<file path="config.mk">
export PLATFORM = sky130hd
export DESIGN_NAME = etrtx_msg_tx
export DESIGN_NICKNAME = d
export VERILOG_FILES = /design/src/core/etrtx_msg_tx.v
export VERILOG_INCLUDE_DIRS = /design/src /design/src/core
export SDC_FILE = /design/constraint.sdc
export NUM_CORES = 1
export LEC_CHECK = 0
export ABC_AREA = 0
export BUFFER_PORTS_ARGS = -buffer_cell sky130_fd_sc_hd__clkbuf_2
export CORE_AREA = 2 2 261 186
export CTS_CLUSTER_SIZE = 28
export DETAILED_ROUTE_END_ITERATION = 10
export DIE_AREA = 0 0 263 188
export PLACE_DENSITY = 0.68
export RECOVER_POWER = 100
export SYNTH_ARGS = -nofsm -noshare
export SYNTH_HDL_FRONTEND = slang
export SYNTH_SLANG_ARGS = --single-unit
</file>
<file path="constraint.sdc">
create_clock -name clk -period 4.6 [get_ports clk]
set_input_delay 0.46 -clock clk [delete_from_list [all_inputs] [get_ports clk]]
set_output_delay 0.46 -clock clk [all_outputs]
set_load 0.05 [all_outputs]
</file>
<file path="src/core/etrtx_regs_regs.vh">
// constants for the engine temperature and retarder frame builder
`ifndef ETRTX_REGS_REGS_VH
`define ETRTX_REGS_REGS_VH

// clock rate in kHz and message periods in ms
`define ETRTX_CLK_KHZ       40000
`define ETRTX_RATE_RET_MS   100
`define ETRTX_RATE_TEMP_MS  1000

// identifier fields
`define ETRTX_PRIO          3'h6
`define ETRTX_RSVD          1'h0
`define ETRTX_DPAGE         1'h0
`define ETRTX_PF_RET        8'hf0
`define ETRTX_PS_RET        8'h00
`define ETRTX_PF_TEMP       8'hfe
`define ETRTX_PS_TEMP_A     8'hee
`define ETRTX_PS_TEMP_B     8'ha4

// torque mode codes and fill values
`define ETRTX_MODE_BRAKE    4'ha
`define ETRTX_MODE_OTHER    4'he
`define ETRTX_NA_NIB        4'hf
`define ETRTX_NA_BYTE       8'hff
`define ETRTX_NA_WORD       16'hffff

// scaling offsets in counts
`define ETRTX_TORQUE_OFS    10'sh07d
`define ETRTX_TEMP8_OFS     10'sh028
`define ETRTX_TEMP16_OFS    18'sh02220
`define ETRTX_PRES_OFS      18'sh07d00

// clamp limits, bottom and top of the valid data range
`define ETRTX_ZERO8         10'sh000
`define ETRTX_MAX8          10'sh0fa
`define ETRTX_MAX8_VAL      8'hfa
`define ETRTX_ZERO16        18'sh00000
`define ETRTX_MAX16         18'sh0faff
`define ETRTX_MAX16_VAL     16'hfaff

`endif
</file>
<file path="src/core/etrtx_msg_tx.v">
// periodic retarder and engine temperature frame builder with output fifo
// What this block does
// - retarder byte 2 carries actual torque as percent plus 125, one percent per count.
// - retarder torque mode nibble is 1010 for braking system and 1110 otherwise, nothing else is sent.
// - retarder byte 5 carries the source address of the controlling device unchanged.
// - retarder byte 7 carries the non-engine selection level in 0.4 percent counts.
// - retarder byte 4 holds only undefined or unsupported bit groups.
// - temperature frame a byte 1 carries coolant temperature in degrees plus 40.
// - temperature frame a bytes 3 and 4 carry oil temperature in 1/32 degree counts plus 273 degrees.
// - temperature frame a byte 2 carries fuel and byte 7 intercooler temperature, degrees plus 40.
// - both temperature frames go out once a second, 8 bytes, page 0, format 254, priority 6, specific 238 and 164.
// - temperature frame b bytes 3 and 4 carry the controller electronics temperature count.
// - temperature frame b bytes 5 and 6 carry recirculation differential pressure in 1/128 kPa plus 250 kPa.
// - temperature frame b bytes 7 and 8 carry recirculation temperature in 1/32 degree counts plus 273 degrees.
`timescale 1ns/1ps
`include "etrtx_regs_regs.vh"

module etrtx_fifo
#(
    parameter W     = 93,
    parameter DEPTH = 4,
    parameter AW    = 2
)
(
    input  wire          clk,
    input  wire          rst,
    input  wire          in_valid,
    output wire          in_ready,
    input  wire [W-1:0]  in_data,
    output reg           out_valid,
    input  wire          out_ready,
    output reg  [W-1:0]  out_data
);
    // depth must be a power of two so the pointers wrap on their own
    localparam [AW:0] FULL = DEPTH[AW:0];
    localparam [AW:0] NONE = {(AW+1){1'b0}};

    reg  [W-1:0]  mem [0:DEPTH-1];
    reg  [AW-1:0] wp;
    reg  [AW-1:0] rp;
    reg  [AW:0]   cnt;
    wire          push;
    wire          load;

    assign in_ready = (cnt != FULL);
    assign push     = in_valid && in_ready;
    // the output stage refills whenever it is empty or being drained
    assign load     = (cnt != NONE) && (!out_valid || out_ready);

    always @(posedge clk)
    begin
        if (push)
        begin
            mem[wp] <= in_data;
        end
    end

    always @(posedge clk)
    begin
        if (rst)
        begin
            wp        <= {AW{1'b0}};
            rp        <= {AW{1'b0}};
            cnt       <= {(AW+1){1'b0}};
            out_valid <= 1'b0;
            out_data  <= {W{1'b0}};
        end
        else
        begin
            if (push)
            begin
                wp <= wp + 1'b1;
            end
            if (load)
            begin
                out_data  <= mem[rp];
                rp        <= rp + 1'b1;
                out_valid <= 1'b1;
            end
            else if (out_ready)
            begin
                out_valid <= 1'b0;
            end
            case ({push, load})
                2'b10:   cnt <= cnt + 1'b1;
                2'b01:   cnt <= cnt - 1'b1;
                default: cnt <= cnt;
            endcase
        end
    end
endmodule

// adds the offset to a signed reading and clamps the sum into 0..top
module etrtx_scale
#(
    parameter IW = 10,
    parameter OW = 8
)
(
    input  wire signed [IW-1:0] raw,
    input  wire signed [IW-1:0] ofs,
    input  wire signed [IW-1:0] top,
    output wire        [OW-1:0] q
);
    wire signed [IW-1:0] sum;
    wire                 below;
    wire                 above;

    // callers sign-extend by at least one bit so the sum cannot wrap; a wild reading clamps
    // instead of landing in the range that reads as not available
    assign sum   = raw + ofs;
    assign below = sum[IW-1];
    assign above = (sum > top);
    assign q     = below ? {OW{1'b0}} : (above ? top[OW-1:0] : sum[OW-1:0]);
endmodule

module etrtx_msg_tx
#(
    parameter RET_PERIOD  = `ETRTX_RATE_RET_MS * `ETRTX_CLK_KHZ,
    parameter TEMP_PERIOD = `ETRTX_RATE_TEMP_MS * `ETRTX_CLK_KHZ,
    parameter CW          = 26,
    parameter FIFO_DEPTH  = 4,
    parameter FIFO_AW     = 2
)
(
    input  wire               clk,
    input  wire               rst,
    input  wire [7:0]         own_addr,
    input  wire signed [7:0]  ret_torque_pct,
    input  wire               ret_mode_braking,
    input  wire [7:0]         ret_ctrl_addr,
    input  wire [7:0]         ret_select_lvl,
    input  wire signed [8:0]  coolant_degc,
    input  wire signed [8:0]  fuel_degc,
    input  wire signed [8:0]  intercool_degc,
    input  wire signed [16:0] oil_temp_32th,
    input  wire [15:0]        ecu_temp_cnt,
    input  wire signed [16:0] egr_dp_128th,
    input  wire signed [16:0] egr_temp_32th,
    output wire               frame_valid,
    input  wire               frame_ready,
    output wire [28:0]        frame_id,
    output wire [63:0]        frame_data
);
    localparam integer  RET_END   = RET_PERIOD - 1;
    localparam integer  TEMP_END  = TEMP_PERIOD - 1;
    localparam [CW-1:0] RET_LAST  = RET_END[CW-1:0];
    localparam [CW-1:0] TEMP_LAST = TEMP_END[CW-1:0];
    localparam          FW        = 93;
    localparam          DW        = 64;

    reg  [CW-1:0] ret_cnt;
    reg  [CW-1:0] temp_cnt;
    reg           pend_ret;
    reg           pend_a;
    reg           pend_b;
    wire          exp_ret;
    wire          exp_temp;
    wire          sel_ret;
    wire          sel_a;
    wire          sel_b;
    wire          push_valid;
    wire          push_ready;
    wire          push;
    wire [7:0]    ret_b1;
    wire [7:0]    ret_b2;
    wire [7:0]    ret_b4;
    wire [7:0]    tmp_cool;
    wire [7:0]    tmp_fuel;
    wire [7:0]    tmp_icool;
    wire [15:0]   tmp_oil;
    wire [15:0]   tmp_dp;
    wire [15:0]   tmp_egr;
    wire [63:0]   data_ret;
    wire [63:0]   data_a;
    wire [63:0]   data_b;
    reg  [7:0]    next_ps;
    reg  [7:0]    next_pf;
    reg  [63:0]   next_data;
    wire [FW-1:0] push_word;
    wire [FW-1:0] pop_word;

    assign exp_ret  = (ret_cnt == RET_LAST);
    assign exp_temp = (temp_cnt == TEMP_LAST);

    always @(posedge clk)
    begin
        if (rst)
        begin
            ret_cnt  <= {CW{1'b0}};
            temp_cnt <= {CW{1'b0}};
        end
        else
        begin
            ret_cnt  <= exp_ret ? {CW{1'b0}} : ret_cnt + 1'b1;
            temp_cnt <= exp_temp ? {CW{1'b0}} : temp_cnt + 1'b1;
        end
    end

    // retarder first; while the fifo is full a frame waits, and a later period of the same kind merges into it
    assign sel_ret    = pend_ret;
    assign sel_a      = pend_a && !pend_ret;
    assign sel_b      = pend_b && !pend_ret && !pend_a;
    assign push_valid = pend_ret || pend_a || pend_b;
    assign push       = push_valid && push_ready;

    // a new period that lands on the push cycle keeps the flag set
    always @(posedge clk)
    begin
        if (rst)
        begin
            pend_ret <= 1'b0;
            pend_a   <= 1'b0;
            pend_b   <= 1'b0;
        end
        else
        begin
            pend_ret <= (pend_ret && !(push && sel_ret)) || exp_ret;
            pend_a   <= (pend_a && !(push && sel_a)) || exp_temp;
            pend_b   <= (pend_b && !(push && sel_b)) || exp_temp;
        end
    end

    // retarder payload
    assign ret_b1   = {`ETRTX_NA_NIB, ret_mode_braking ? `ETRTX_MODE_BRAKE : `ETRTX_MODE_OTHER};
    etrtx_scale #(.IW(10), .OW(8)) u_torque
    (
        .raw ({ret_torque_pct[7], ret_torque_pct[7], ret_torque_pct}),
        .ofs (`ETRTX_TORQUE_OFS),
        .top (`ETRTX_MAX8),
        .q   (ret_b2)
    );
    assign ret_b4   = `ETRTX_NA_BYTE;
    assign data_ret = {`ETRTX_NA_BYTE, ret_select_lvl, `ETRTX_NA_BYTE, ret_ctrl_addr,
                       ret_b4, `ETRTX_NA_BYTE, ret_b2, ret_b1};

    // first temperature payload
    etrtx_scale #(.IW(10), .OW(8)) u_cool
    (
        .raw ({coolant_degc[8], coolant_degc}),
        .ofs (`ETRTX_TEMP8_OFS),
        .top (`ETRTX_MAX8),
        .q   (tmp_cool)
    );
    etrtx_scale #(.IW(10), .OW(8)) u_fuel
    (
        .raw ({fuel_degc[8], fuel_degc}),
        .ofs (`ETRTX_TEMP8_OFS),
        .top (`ETRTX_MAX8),
        .q   (tmp_fuel)
    );
    etrtx_scale #(.IW(10), .OW(8)) u_icool
    (
        .raw ({intercool_degc[8], intercool_degc}),
        .ofs (`ETRTX_TEMP8_OFS),
        .top (`ETRTX_MAX8),
        .q   (tmp_icool)
    );
    etrtx_scale #(.IW(18), .OW(16)) u_oil
    (
        .raw ({oil_temp_32th[16], oil_temp_32th}),
        .ofs (`ETRTX_TEMP16_OFS),
        .top (`ETRTX_MAX16),
        .q   (tmp_oil)
    );
    assign data_a    = {`ETRTX_NA_BYTE, tmp_icool, `ETRTX_NA_WORD,
                        tmp_oil[15:8], tmp_oil[7:0], tmp_fuel, tmp_cool};

    // second temperature payload; the electronics temperature arrives already in counts
    etrtx_scale #(.IW(18), .OW(16)) u_dp
    (
        .raw ({egr_dp_128th[16], egr_dp_128th}),
        .ofs (`ETRTX_PRES_OFS),
        .top (`ETRTX_MAX16),
        .q   (tmp_dp)
    );
    etrtx_scale #(.IW(18), .OW(16)) u_egr
    (
        .raw ({egr_temp_32th[16], egr_temp_32th}),
        .ofs (`ETRTX_TEMP16_OFS),
        .top (`ETRTX_MAX16),
        .q   (tmp_egr)
    );
    assign data_b   = {tmp_egr[15:8], tmp_egr[7:0], tmp_dp[15:8], tmp_dp[7:0],
                       ecu_temp_cnt[15:8], ecu_temp_cnt[7:0], `ETRTX_NA_WORD};

    always @*
    begin
        next_pf   = `ETRTX_PF_TEMP;
        next_ps   = `ETRTX_PS_TEMP_B;
        next_data = data_b;
        if (sel_ret)
        begin
            next_pf   = `ETRTX_PF_RET;
            next_ps   = `ETRTX_PS_RET;
            next_data = data_ret;
        end
        else if (sel_a)
        begin
            next_ps   = `ETRTX_PS_TEMP_A;
            next_data = data_a;
        end
    end

    assign push_word = {`ETRTX_PRIO, `ETRTX_RSVD, `ETRTX_DPAGE, next_pf, next_ps, own_addr, next_data};

    etrtx_fifo
    #(
        .W     (FW),
        .DEPTH (FIFO_DEPTH),
        .AW    (FIFO_AW)
    )
    u_fifo
    (
        .clk       (clk),
        .rst       (rst),
        .in_valid  (push_valid),
        .in_ready  (push_ready),
        .in_data   (push_word),
        .out_valid (frame_valid),
        .out_ready (frame_ready),
        .out_data  (pop_word)
    );

    assign frame_id   = pop_word[FW-1:DW];
    assign frame_data = pop_word[DW-1:0];
endmodule

</file>
# Word-level counts from Yosys, hierarchy flattened
# Memory sizes are Yosys's and may differ from the RTL's. A register that Yosys moved wholly into a read port is not among the register bits.
# Cells that the tools add are included.
[word_totals] register_bits=156 ram_bits=336 output_inout_bits=94 memories=1
[op_classes] addsub=13 order_cmp=7 n_eq_ne=5 muxes=25 n_reduce_logical=28
[mem_list] name="u_fifo.mem" words=4 width=84 read_ports=1 rd_clocked_by_memory_dff=1 wr=1 line_no="etrtx_msg_tx.v:38" text="reg [W-1:0] mem [0:DEPTH-1];"
[ops] cell="$mux W64" count=2
[ops] cell="$mux W16" count=6
[ops] cell="$mux W8" count=9
[ops] cell="$gt A18 B17 Y1 const B" count=3
[ops] cell="$add A26 B1 Y26 const B" count=2
[ops] cell="$gt A10 B9 Y1 const B" count=4
[ops] cell="$add A17 B15 Y18 const B" count=2
[ops] cell="$add A9 B7 Y10 const B" count=3
[ops] cell="$eq A26 B22 Y1 const B" count=1
[ops] cell="$eq A26 B26 Y1 const B" count=1
[ops] cell="$add A17 B16 Y18 const B" count=1
[ops] cell="$logic_and A1 B1 Y1" count=11
[ops] cell="$add A8 B8 Y9 const B" count=1
[ops] cell="$mux W7" count=1
[ops] cell="$logic_not A1 Y1" count=6
[ops] cell="$logic_or A1 B1 Y1" count=6
[ops] cell="$pmux W3 S2" count=1
[ops] cell="$add A2 B1 Y2 const B" count=2
[ops] cell="$mux W1" count=4
[ops] cell="$mux W4" count=1
[ops] cell="$reduce_bool A2 Y1" count=2
[ops] cell="$reduce_or A2 Y1" count=2
[ops] cell="$add A3 B1 Y3 const B" count=1
[ops] cell="$mux W3" count=1
[ops] cell="other kinds (5)" count=5

# Longest topological paths before layout
# Gate-level depths: netlist (run 1).
[logic_depth] depth_word=7 ltp_mapped=14 ltp_nobuf=11

# Modules after synthesis
# From an unflattened synthesis (run 1), not the netlist that was laid out.
[unflattened] cells_unflattened=2219 area_unflattened_um2=27761.6
[by_module_without_submodules] mod="etrtx_fifo" instances=1 cells_each=747 area_each_um2=16697.3 seq_area_each_um2=13192.7
[by_module_without_submodules] mod="etrtx_msg_tx" instances=1 cells_each=404 area_each_um2=3248.1 seq_area_each_um2=1101.1
[by_module_without_submodules] mod="etrtx_scale (u_dp ...)" instances=2 cells_each=215 area_each_um2=1549.0 seq_area_each_um2=0.0
[by_module_without_submodules] mod="etrtx_scale (u_fuel ...)" instances=3 cells_each=107 area_each_um2=773.2 seq_area_each_um2=0.0
[by_module_without_submodules] mod="etrtx_scale (u_oil)" instances=1 cells_each=217 area_each_um2=1607.8 seq_area_each_um2=0.0
[by_module_without_submodules] mod="etrtx_scale (u_cool)" instances=1 cells_each=100 area_each_um2=790.8 seq_area_each_um2=0.0

# Worst setup path after synthesis (run 1)
# No wires, ideal clock.
[synth_path] path_type="flip-flop to flip-flop" start="register pend_ret" end="memory u_fifo.mem[1][0] (netlist bit), enable pin" t_arrival_ps=3312 t_required_ps=4160 setup_slack_ps=847 path_stages_with_launch=9 path_buffers=3 period_less_slack_ps=3753 cell_sequence="dfxtp_1 > clkbuf_1 > inv_1 > clkbuf_1 > nand2_1 > clkbuf_1 > nor2_1 > nor2_1 > and2_1"
[synth_between] elab_chain_cells=5
[synth_rtl] item="start, declared" line_no="etrtx_msg_tx.v:154" text="reg pend_ret;"
[synth_rtl] item="start signal, assigned" line_no="etrtx_msg_tx.v:218" text="pend_ret <= (pend_ret && !(push && sel_ret)) || exp_ret;"
[synth_rtl] item="$logic_or A1 B1 Y1 (2 in a row)" line_no="etrtx_msg_tx.v:204" text="assign push_valid = pend_ret || pend_a || pend_b;"
[synth_rtl] item="$logic_and A1 B1 Y1" line_no="etrtx_msg_tx.v:46" text="assign push = in_valid && in_ready;"
[synth_rtl] item="$mux W1" line_no="etrtx_msg_tx.v:52" text="if (push)"
[synth_rtl] item="$mux W1 (not written as such)" line_no="etrtx_msg_tx.v:54" text="mem[wp] <= in_data;"
[synth_rtl] item="end, declared" line_no="etrtx_msg_tx.v:38"
# No other way between the ends.

# Worst setup path in the final report (run 1)
[layout_path] start="register pend_ret" end="memory u_fifo.mem[2][66] (netlist bit), enable pin"
# Same word-level chain as after synthesis.

==> results of run 1 <==
## placed cells by master (no fill, tap or decap), types with 37 or more instances in the layout
cell type | Yosys | final
a21oi_1 | 108 | 108
clkbuf_1 | 51 | 113
clkbuf_16 | 0 | 43
clkbuf_2 | 0 | 119
dfxtp_1 | 138 | 137
edfxtp_1 | 296 | 296
mux4_2 | 74 | 74
nand2_1 | 231 | 231
nand3_1 | 37 | 37
nor2_1 | 106 | 106
xnor2_1 | 42 | 42
xor2_1 | 51 | 51
## sequential cells by signal, summed over array words and instances, names as in the netlist
name              count
u_fifo.cnt            3
pend_a                1
u_fifo.wp             2
u_fifo.out_data      75
pend_b                1
u_fifo.rp             2
u_fifo.mem          296
temp_cnt             26
ret_cnt              26
pend_ret              1
u_fifo.out_valid      1
## power breakdown
part	internal, uW	switching, uW
clock	1870	1430
combinational	1010	2490
sequential	4470	302
total	7350	4220
## metrics by stage
| stage | util, % | area (um2) | total power (uW) |
|---|---|---|---|
| 4_1_cts | 45.6 | 21500 | 11800 |
| 5_1_grt | 45.2 | 21300 | 12200 |
| 3_5_place_dp | 42.8 | 20100 | 8480 |
| 2_1_floorplan | - | 18500 | 7490 |
| 3_3_place_gp | 42.8 | 20100 | 8440 |
| 6_report | 45.2 | 21300 | 11600 |
## final timing paths
check | start | end | slack [ns] | depth (start not counted)
setup / recovery | pend_ret$_SDFF_PP0_ | u_fifo.mem[2][66]$_DFFE_PP_ | 1.07 | 7
hold / removal | own_addr[1] | u_fifo.mem[1][65]$_DFFE_PP_ | 0.18 | 1
setup reg to reg | pend_ret$_SDFF_PP0_ | u_fifo.mem[2][66]$_DFFE_PP_ | 1.07 | 7
hold reg to reg | temp_cnt[0]$_SDFF_PP0_ | temp_cnt[0]$_SDFF_PP0_ | 0.45 | 1
## cell families (layout without fill, tap and decap cells)
| kind of cell | count (synthesis) | in the layout |
|---|---|---|
| buffers and inverters | 115 | 336 |
| AOI/OAI and AO/OA | 228 | 228 |
| DFF | 434 | 434 |
| xor gates and xnor gates | 93 | 93 |
| muxes | 79 | 79 |
| adders and majority gates | 18 | 18 |
| other | 1 | 6 |
| and+or+nand+nor | 472 | 472 |
## final cells by class
| type | count | share of cell area [%] |
|---|---|---|
| Sequential cell | 434 | 54.7 |
| Timing Repair Buffer | 233 | 5.13 |
| Tap cell | 621 | 3.65 |
| Multi-Input combinational cell | 896 | 29.9 |
| Inverter | 25 | 0.440 |
| Clock inverter | 22 | 0.792 |
| Clock buffer | 56 | 5.37 |
## worst max-delay path, stage by stage, from the launching register on
cell	delay, ns
dfxtp_1	0.32
inv_1	0.22
nand2_1	0.14
clkbuf_1	0.90
nor2_1	0.09
nor2_1	0.42
and2_4	0.63
buf_4	0.46
## metal layers
metal / GRT usage (%) / up-vias / routed length (um)
met5: 0 / - / 13
met4: 4.48 / 2 / 889
met1: 22.7 / 5919 / 18900
met3: 3.77 / 67 / 2530
li1: - / 5688 / -
met2: 28.5 / 326 / 20100
==> results list, run 1 <==
- In this run, synthesis produced a sequential element count of 434.
- Number of input and output port buffers inserted: 217
- # setup viols final: 0
- Multiplexer share of the synthesized area: 9.28%
* Leakage power: 0.00715 uW
- The worst setup path is captured at a flop.
* Final Worst Setup Slack: 1.07 ns
* Critical Path Start Type: flop
* Violation count after the first detailed-routing iteration: 761
* Number of cells after detailed placement: 2209
* Post-synthesis cell type with the largest combined area: edfxtp_1
- After synthesis, the mean cell area works out to about 13 um2.
- Antenna cells: 0
- Clock skew after layout: between 0.015 and 0.02 ns
- Once the floorplan was initialized, standard cells occupied 39.3% of the core.
- Synthesis handed over a netlist of approximately 1400 instances.
* Clock tree root buffer cell: clkbuf_16
- Worst IR drop on VDD: about 340 uV
- For the final routed database, the setup TNS stands at 0 ns.
- Maximum count of clock buffers along a single path: 3
- The die is 188 um tall.
- Worst setup slack before clock tree synthesis: 1.66 ns
- Wire length of the first global-routing pass: 66800 um
* Detailed Routing Iterations Pass 1: 7
- Dividing the final minimum period by the clock period gives 76.8%.
- Area taken by flip-flops and latches: 0.0117 mm2
- Combinational family with the most area after synthesis: simple AND/OR/NAND/NOR gates
* Number of buffers created by CTS: 42
* Top area cells in the synthesized netlist: edfxtp_1 (48%), dfxtp_1 (15%), mux4_2 (9.0%)
- Level count of the clock H-tree: 2
- Floorplan die area: 0.0494 mm2
* Worst Setup Path Type: reg -> reg
* Count of pins over their slew limit: 86
- Unrepaired setup endpoints after global routing: no
* Total track usage: 17.1%
- Number of vias per cell after detailed routing: 5.25
* Count leader, synth: edfxtp_1
- Compared with the post-synthesis result, the final layout area differs by 15.1%.
* Number of max-cap violations: 2
* Drc violations: 0
- In this run, post-CTS hold repair placed 0 buffers.
- Rel. slew slack: -93.3%
- Fillers: 4297
- Ranked by instance count, the synthesized netlist is headed by edfxtp_1 (296), nand2_1 (231), dfxtp_1 (138).
- Required time reported for the critical path endpoint: around 4.8 ns
- Final hold violation count: 0
- Across all layers, the routed design uses 12000 vias.
- After synthesis, the share of flip-flops with an asynchronous set or reset is 0%.
- Warning count from the yosys run: 0
- TritonCTS built the clock tree.
- RD Place Congestion: 0.847
* Overflow after GRT: 0
* Total half-perimeter wirelength after legalization and detailed placement: 27900 um
- Clock latency on the worst-skew pair, taken at its later pin, is 0.54 ns.
* Commonest register cell after synthesis: edfxtp_1
- Transition time at the pin with the least slew margin: roughly 2.9 ns
- Entering global routing, the biggest net connects 55 pins.
- Num ports: 224
- Worst hold-check path type: in -> reg
* Portion of synthesized cell area occupied by the leading cell type: 48.0%
- Sequential elements use about 63% of the synthesized area.
- Total Nets Final: 1780
* Worst slack on hold paths: 0.179 ns
* Number of antenna violations at the first check in global routing: 1
- Simple-Gate Fraction of Synth Area: 11.4%
- Multi-input gate area in the final layout: 0.00638 mm2
* Violated checks: max-capacitance violations, max-slew violations
* Fraction of final layout cells with drive strength greater than 1: 18.2%
* WL/cell: around 19 um
- Maximum clock frequency: roughly 0.28 GHz
* Maximum fanout encountered on the critical timing path: 36
* Final routed wirelength across all metal layers: 42500 um
* Status: finished with violations
- X dimension of the die: 263 um
- Count of clock tree sinks: 434
- Row generation in the floorplan step produced 67 rows.
- Floorplan Core Area: roughly 0.047 mm2
* Minimum clock period after layout: 3.53 ns
- Arrival time of data at the critical path endpoint: 3.73 ns
* Number of gates resized after cts: 0
- Pwr/cell area: around 540 mW/mm2
- Summing the areas of all xor and xnor instances in the mapped netlist gives 4.40% of the synthesized area.
* Synth cell types: 69
* Filler-free cell count of the finished design: about 2300
- Summing the areas of all fa, ha and maj instances in the mapped netlist gives ~1.3% of the synthesized area.
- The number of setup buffers added after CTS is 0.
- Post-Synthesis Cell Area: 0.0185 mm2
* Clock slew seen by the registers of the worst setup and hold paths: 0.06 ns
- Vias in the first global route: 12200
* Number of antenna-violating nets in the routed design: 0
- The synthesized design contains approximately 300 enable-type register cells.
- Summing the areas of all compound-gate instances in the mapped netlist gives 7.94% of the synthesized area.
Note: power is estimated with default switching activity, not from simulation.
==> run 2: changes to the inputs <==
clock period = 3.4 ns   (was 4.6 ns; I/O delays follow)
==> results list, run 2 (synthesis results as in run 1) <==
- The worst ir drop on vdd is 574 uV (+67%).
- Arrival time of data at the critical path endpoint: 3.18 ns (-0.55 ns)
- The highest clock rate came to 0.357 GHz (+26%).
* Number of buffers created by CTS: 44 (+4.8%)
- The pin count of the biggest net entering global routing came to 78 (+42%).
- The worst register-to-register path begins at pend_ret$_SDFF_PP0_.
- Minimum clock period after layout: 2.80 ns (-0.732 ns)
- The setup path with the least slack is of type reg -> reg.
- Crit path top cell by count: nand2_1
- The clock network power share is 31.3% (+2.8 points).
- The post-detailed-route DRC marker count came to 0 (unchanged).
- Power share of the combinational group: 29.7% (-0.6 points)
* # setup viols final: 0 (unchanged)
- Vias in the first global route: 12100 (-0.88%)
- Number of antenna violations at the first check in global routing: 0 (-1)
- The number of buffer and inverter instances along the worst setup path is 2 (-1).
* Starting Density: 39.3% (unchanged)
- Final standard cell utilization of the core: 45.9% (+0.65 points)
- Capturing point of the worst reg2reg path: u_fifo.mem[3][52]$_DFFE_PP_
- Number of input and output port buffers inserted: 217 (unchanged)
- The internal power consumption is 10600 uW (+44%).
- Number of gates resized after cts: 0 (unchanged)
- The stage delay of the slowest cell on the critical path is 0.86 ns (-0.04 ns).
- Final hold violation count: 0 (unchanged)
- The vertical extent of the die came to 188 um (unchanged).
- Transition time at the pin with the least slew margin: 2.07 ns (-0.832 ns)
* Switching share of power: 35.4% (-1.1 points)
- u_fifo.mem holds more flip-flops than any other register.
- TritonCTS built the clock tree.
- Clock slew seen by the registers of the worst setup and hold paths: 0.06 ns (about the same)
* Count of pins over their slew limit: 78 (-9.3%)
- The number of buffers inserted for hold repair after clock tree synthesis was 2 (+2).
* Wire length of the first global-routing pass: 66100 um (-1.0%)
- Number of antenna-violating nets in the routed design: 0 (unchanged)
- The largest buffer count on any clock path was 3 (unchanged).
- Number of vias in the routed layout: 12200 (+1.9%)
- Required time reported for the critical path endpoint: 3.78 ns (-1.02 ns)
- RD Place Congestion: 0.847 (about the same)
- The routed wire length was 42800 um (+0.69%).
- The leakage power is 0.00728 uW (+1.8%).
- Violated checks: max-capacitance violations, max-slew violations
* Largest delay share family, worst path: simple AND/OR/NAND/NOR gates
- Crit. End Element: flop
- Total negative slack for setup checks: 0 ns (unchanged)
* Most common cell after layout, fill and taps aside: edfxtp_1
* Setup slack, reg-to-reg: 0.60 ns (-0.47 ns)
* Commonest cells after routing, fill and taps aside: edfxtp_1 (296), nand2_1 (231), dfxtp_1 (136)
* Num ports: 224 (unchanged)
- Floorplan Core Area: 0.0471 mm2 (unchanged)
* Clock tree root buffer cell: clkbuf_16
- The number of sinks handled by clock tree synthesis was 434 (unchanged).
- The share of layout cells above drive strength 1 came to 18.8% (+0.62 points).
- Pwr/cell area: 756 mW/mm2 (+39%)
- Start point of the worst hold path: own_addr[5]
- WL/cell: 18.6 um (+0.29%)
* X dimension of the die: 263 um (unchanged)
- The worst max-slew margin expressed relative to the limit came to -37.8% (+55 points).
* Share of the clock period used by the worst path after layout: 82.4% (+5.6 points)
- Share of total power in sequential cells: 39.0% (-2.2 points)
- Worst-path cell with the longest stage delay: nor2_1
- Largest registers in the final layout: u_fifo.mem x296, u_fifo.out_data x75
* Source-to-sink clock delay at the later pin of the worst-skew pair: 0.55 ns (about the same)
- Total half-perimeter wirelength after legalization and detailed placement: 27200 um (-2.6%)
- Number of cells on the worst reg-to-reg path: 6 (-1)
- The signal on the critical path passes through buf_4 -> nor2_1 -> clkbuf_1 -> and2_1 -> nand2_1 -> nand2_1.
* Antenna cells: 0 (unchanged)
- The area enclosed by the die boundary is 0.0494 mm2 (unchanged).
- Relative to the synthesized area, the layout overhead comes to 16.7%.
- The max-capacitance violation count was 1 (-1).
* Detailed Routing Iterations Pass 1: 5 (-2)
* Final Worst Setup Slack: 0.600 ns (-0.468 ns)
- Level count of the clock H-tree: 2 (unchanged)
- Violation count after the first detailed-routing iteration: 946 (+24%)
- The worst setup path is launched from a flop.
- The net count of the finished layout was 1787 (+0.39%).
* Unrepaired setup endpoints after global routing: no
- Number of flip-flops in the largest register: 296 (unchanged)
* Std-Cell Rows: 67 (unchanged)
- Capture endpoint of the worst hold path: u_fifo.mem[3][69]$_DFFE_PP_
* Maximum fanout encountered on the critical timing path: 26 (-28%)
- Post CTS Setup Buffer Count: 0 (unchanged)
- The total overflow reported by the global router is 0 (unchanged).
- The number of filler instances in the final layout came to 4263 (-0.79%).
- Clock skew after layout: 0.0242 ns (+0.00874 ns)
- The worst-case setup slack after placement is 0.626 ns (-1.04 ns).
* Worst Hold Path Cells: 1 (unchanged)
- The worst hold path belongs to the class in -> reg.
- Switching pwr: 5780 uW (+37%)
- Number of vias per cell after detailed routing: 5.32 (+1.5%)
- Total track usage: 16.9% (-0.14 points)
* Status: finished with violations
-- run 2: changes by cell type in the layout (fill, tap and decap cells not counted), sizes merged --
cell | previous run | this run
dlygate4sd3 | 0 | 2
clkinvlp | 1 | 2
bufinv | 2 | 7
clkinv | 17 | 12
inv | 27 | 24
clkbuf | 277 | 286
-- run 2: power groups by stage --
| stage | clock network (uW) | logic, uW | registers, uW |
|---|---|---|---|
| after floorplan | 0 | 2580 | 7560 |
| after global placement | 0 | 4940 | 6480 |
| after detailed placement | 0 | 4980 | 6500 |
| after CTS | 5230 | 5000 | 6380 |
| after global routing | 5440 | 5190 | 6430 |
| final | 5110 | 4860 | 6370 |
-- run 2: area by class of cell --
| type | count | area (um2) | share of cell area, % |
|---|---|---|---|
| inverter | 25 | 95.1 | 0.440 |
| clock inverter | 20 | 290 | 1.34 |
| clock buffer | 62 | 1250 | 5.79 |
| multi-input combinational | 896 | 6380 | 29.5 |
| sequential | 434 | 11700 | 53.9 |
| tap | 621 | 777 | 3.59 |
| timing repair buffer | 238 | 1170 | 5.40 |
-- run 2: metrics by stage --
stage | cells | power [uW] | area (um2) | hold WS, ns
2_1_floorplan | 1445 | 10100 | 18600 | 0.413
3_3_place_gp | 2212 | 11400 | 20200 | 0.426
3_5_place_dp | 2212 | 11500 | 20200 | 0.439
4_1_cts | 2296 | 16600 | 21800 | 0.00574
5_1_grt | 2296 | 17100 | 21600 | 0.0721
6_report | 2296 | 16300 | 21600 | 0.0920
-- run 2: worst max path at each step --
stage          slack [ns]  depth (start not counted)                start                           to
4_1_cts              0.78                          5  pend_ret$_SDFF_PP0_  u_fifo.mem[3][21]$_DFFE_PP_
6_report             0.60                          6  pend_ret$_SDFF_PP0_  u_fifo.mem[3][52]$_DFFE_PP_
2_1_floorplan        0.45                          8  pend_ret$_SDFF_PP0_   u_fifo.mem[0][0]$_DFFE_PP_
3_5_place_dp         0.63                          8      egr_dp_128th[8]  u_fifo.mem[0][37]$_DFFE_PP_
3_3_place_gp         0.68                          8      egr_dp_128th[8]  u_fifo.mem[0][37]$_DFFE_PP_
5_1_grt              0.34                          6  pend_ret$_SDFF_PP0_  u_fifo.mem[2][36]$_DFFE_PP_
-- run 2: layer usage --
metal / routed length [um] / track usage (%) / vias up
li1: - / - / 5694
met1: 19400 / 23.6 / 6063
met2: 19700 / 27.1 / 396
met3: 2660 / 3.14 / 73
met4: 1040 / 5.19 / 0
met5: 0 / 0 / -
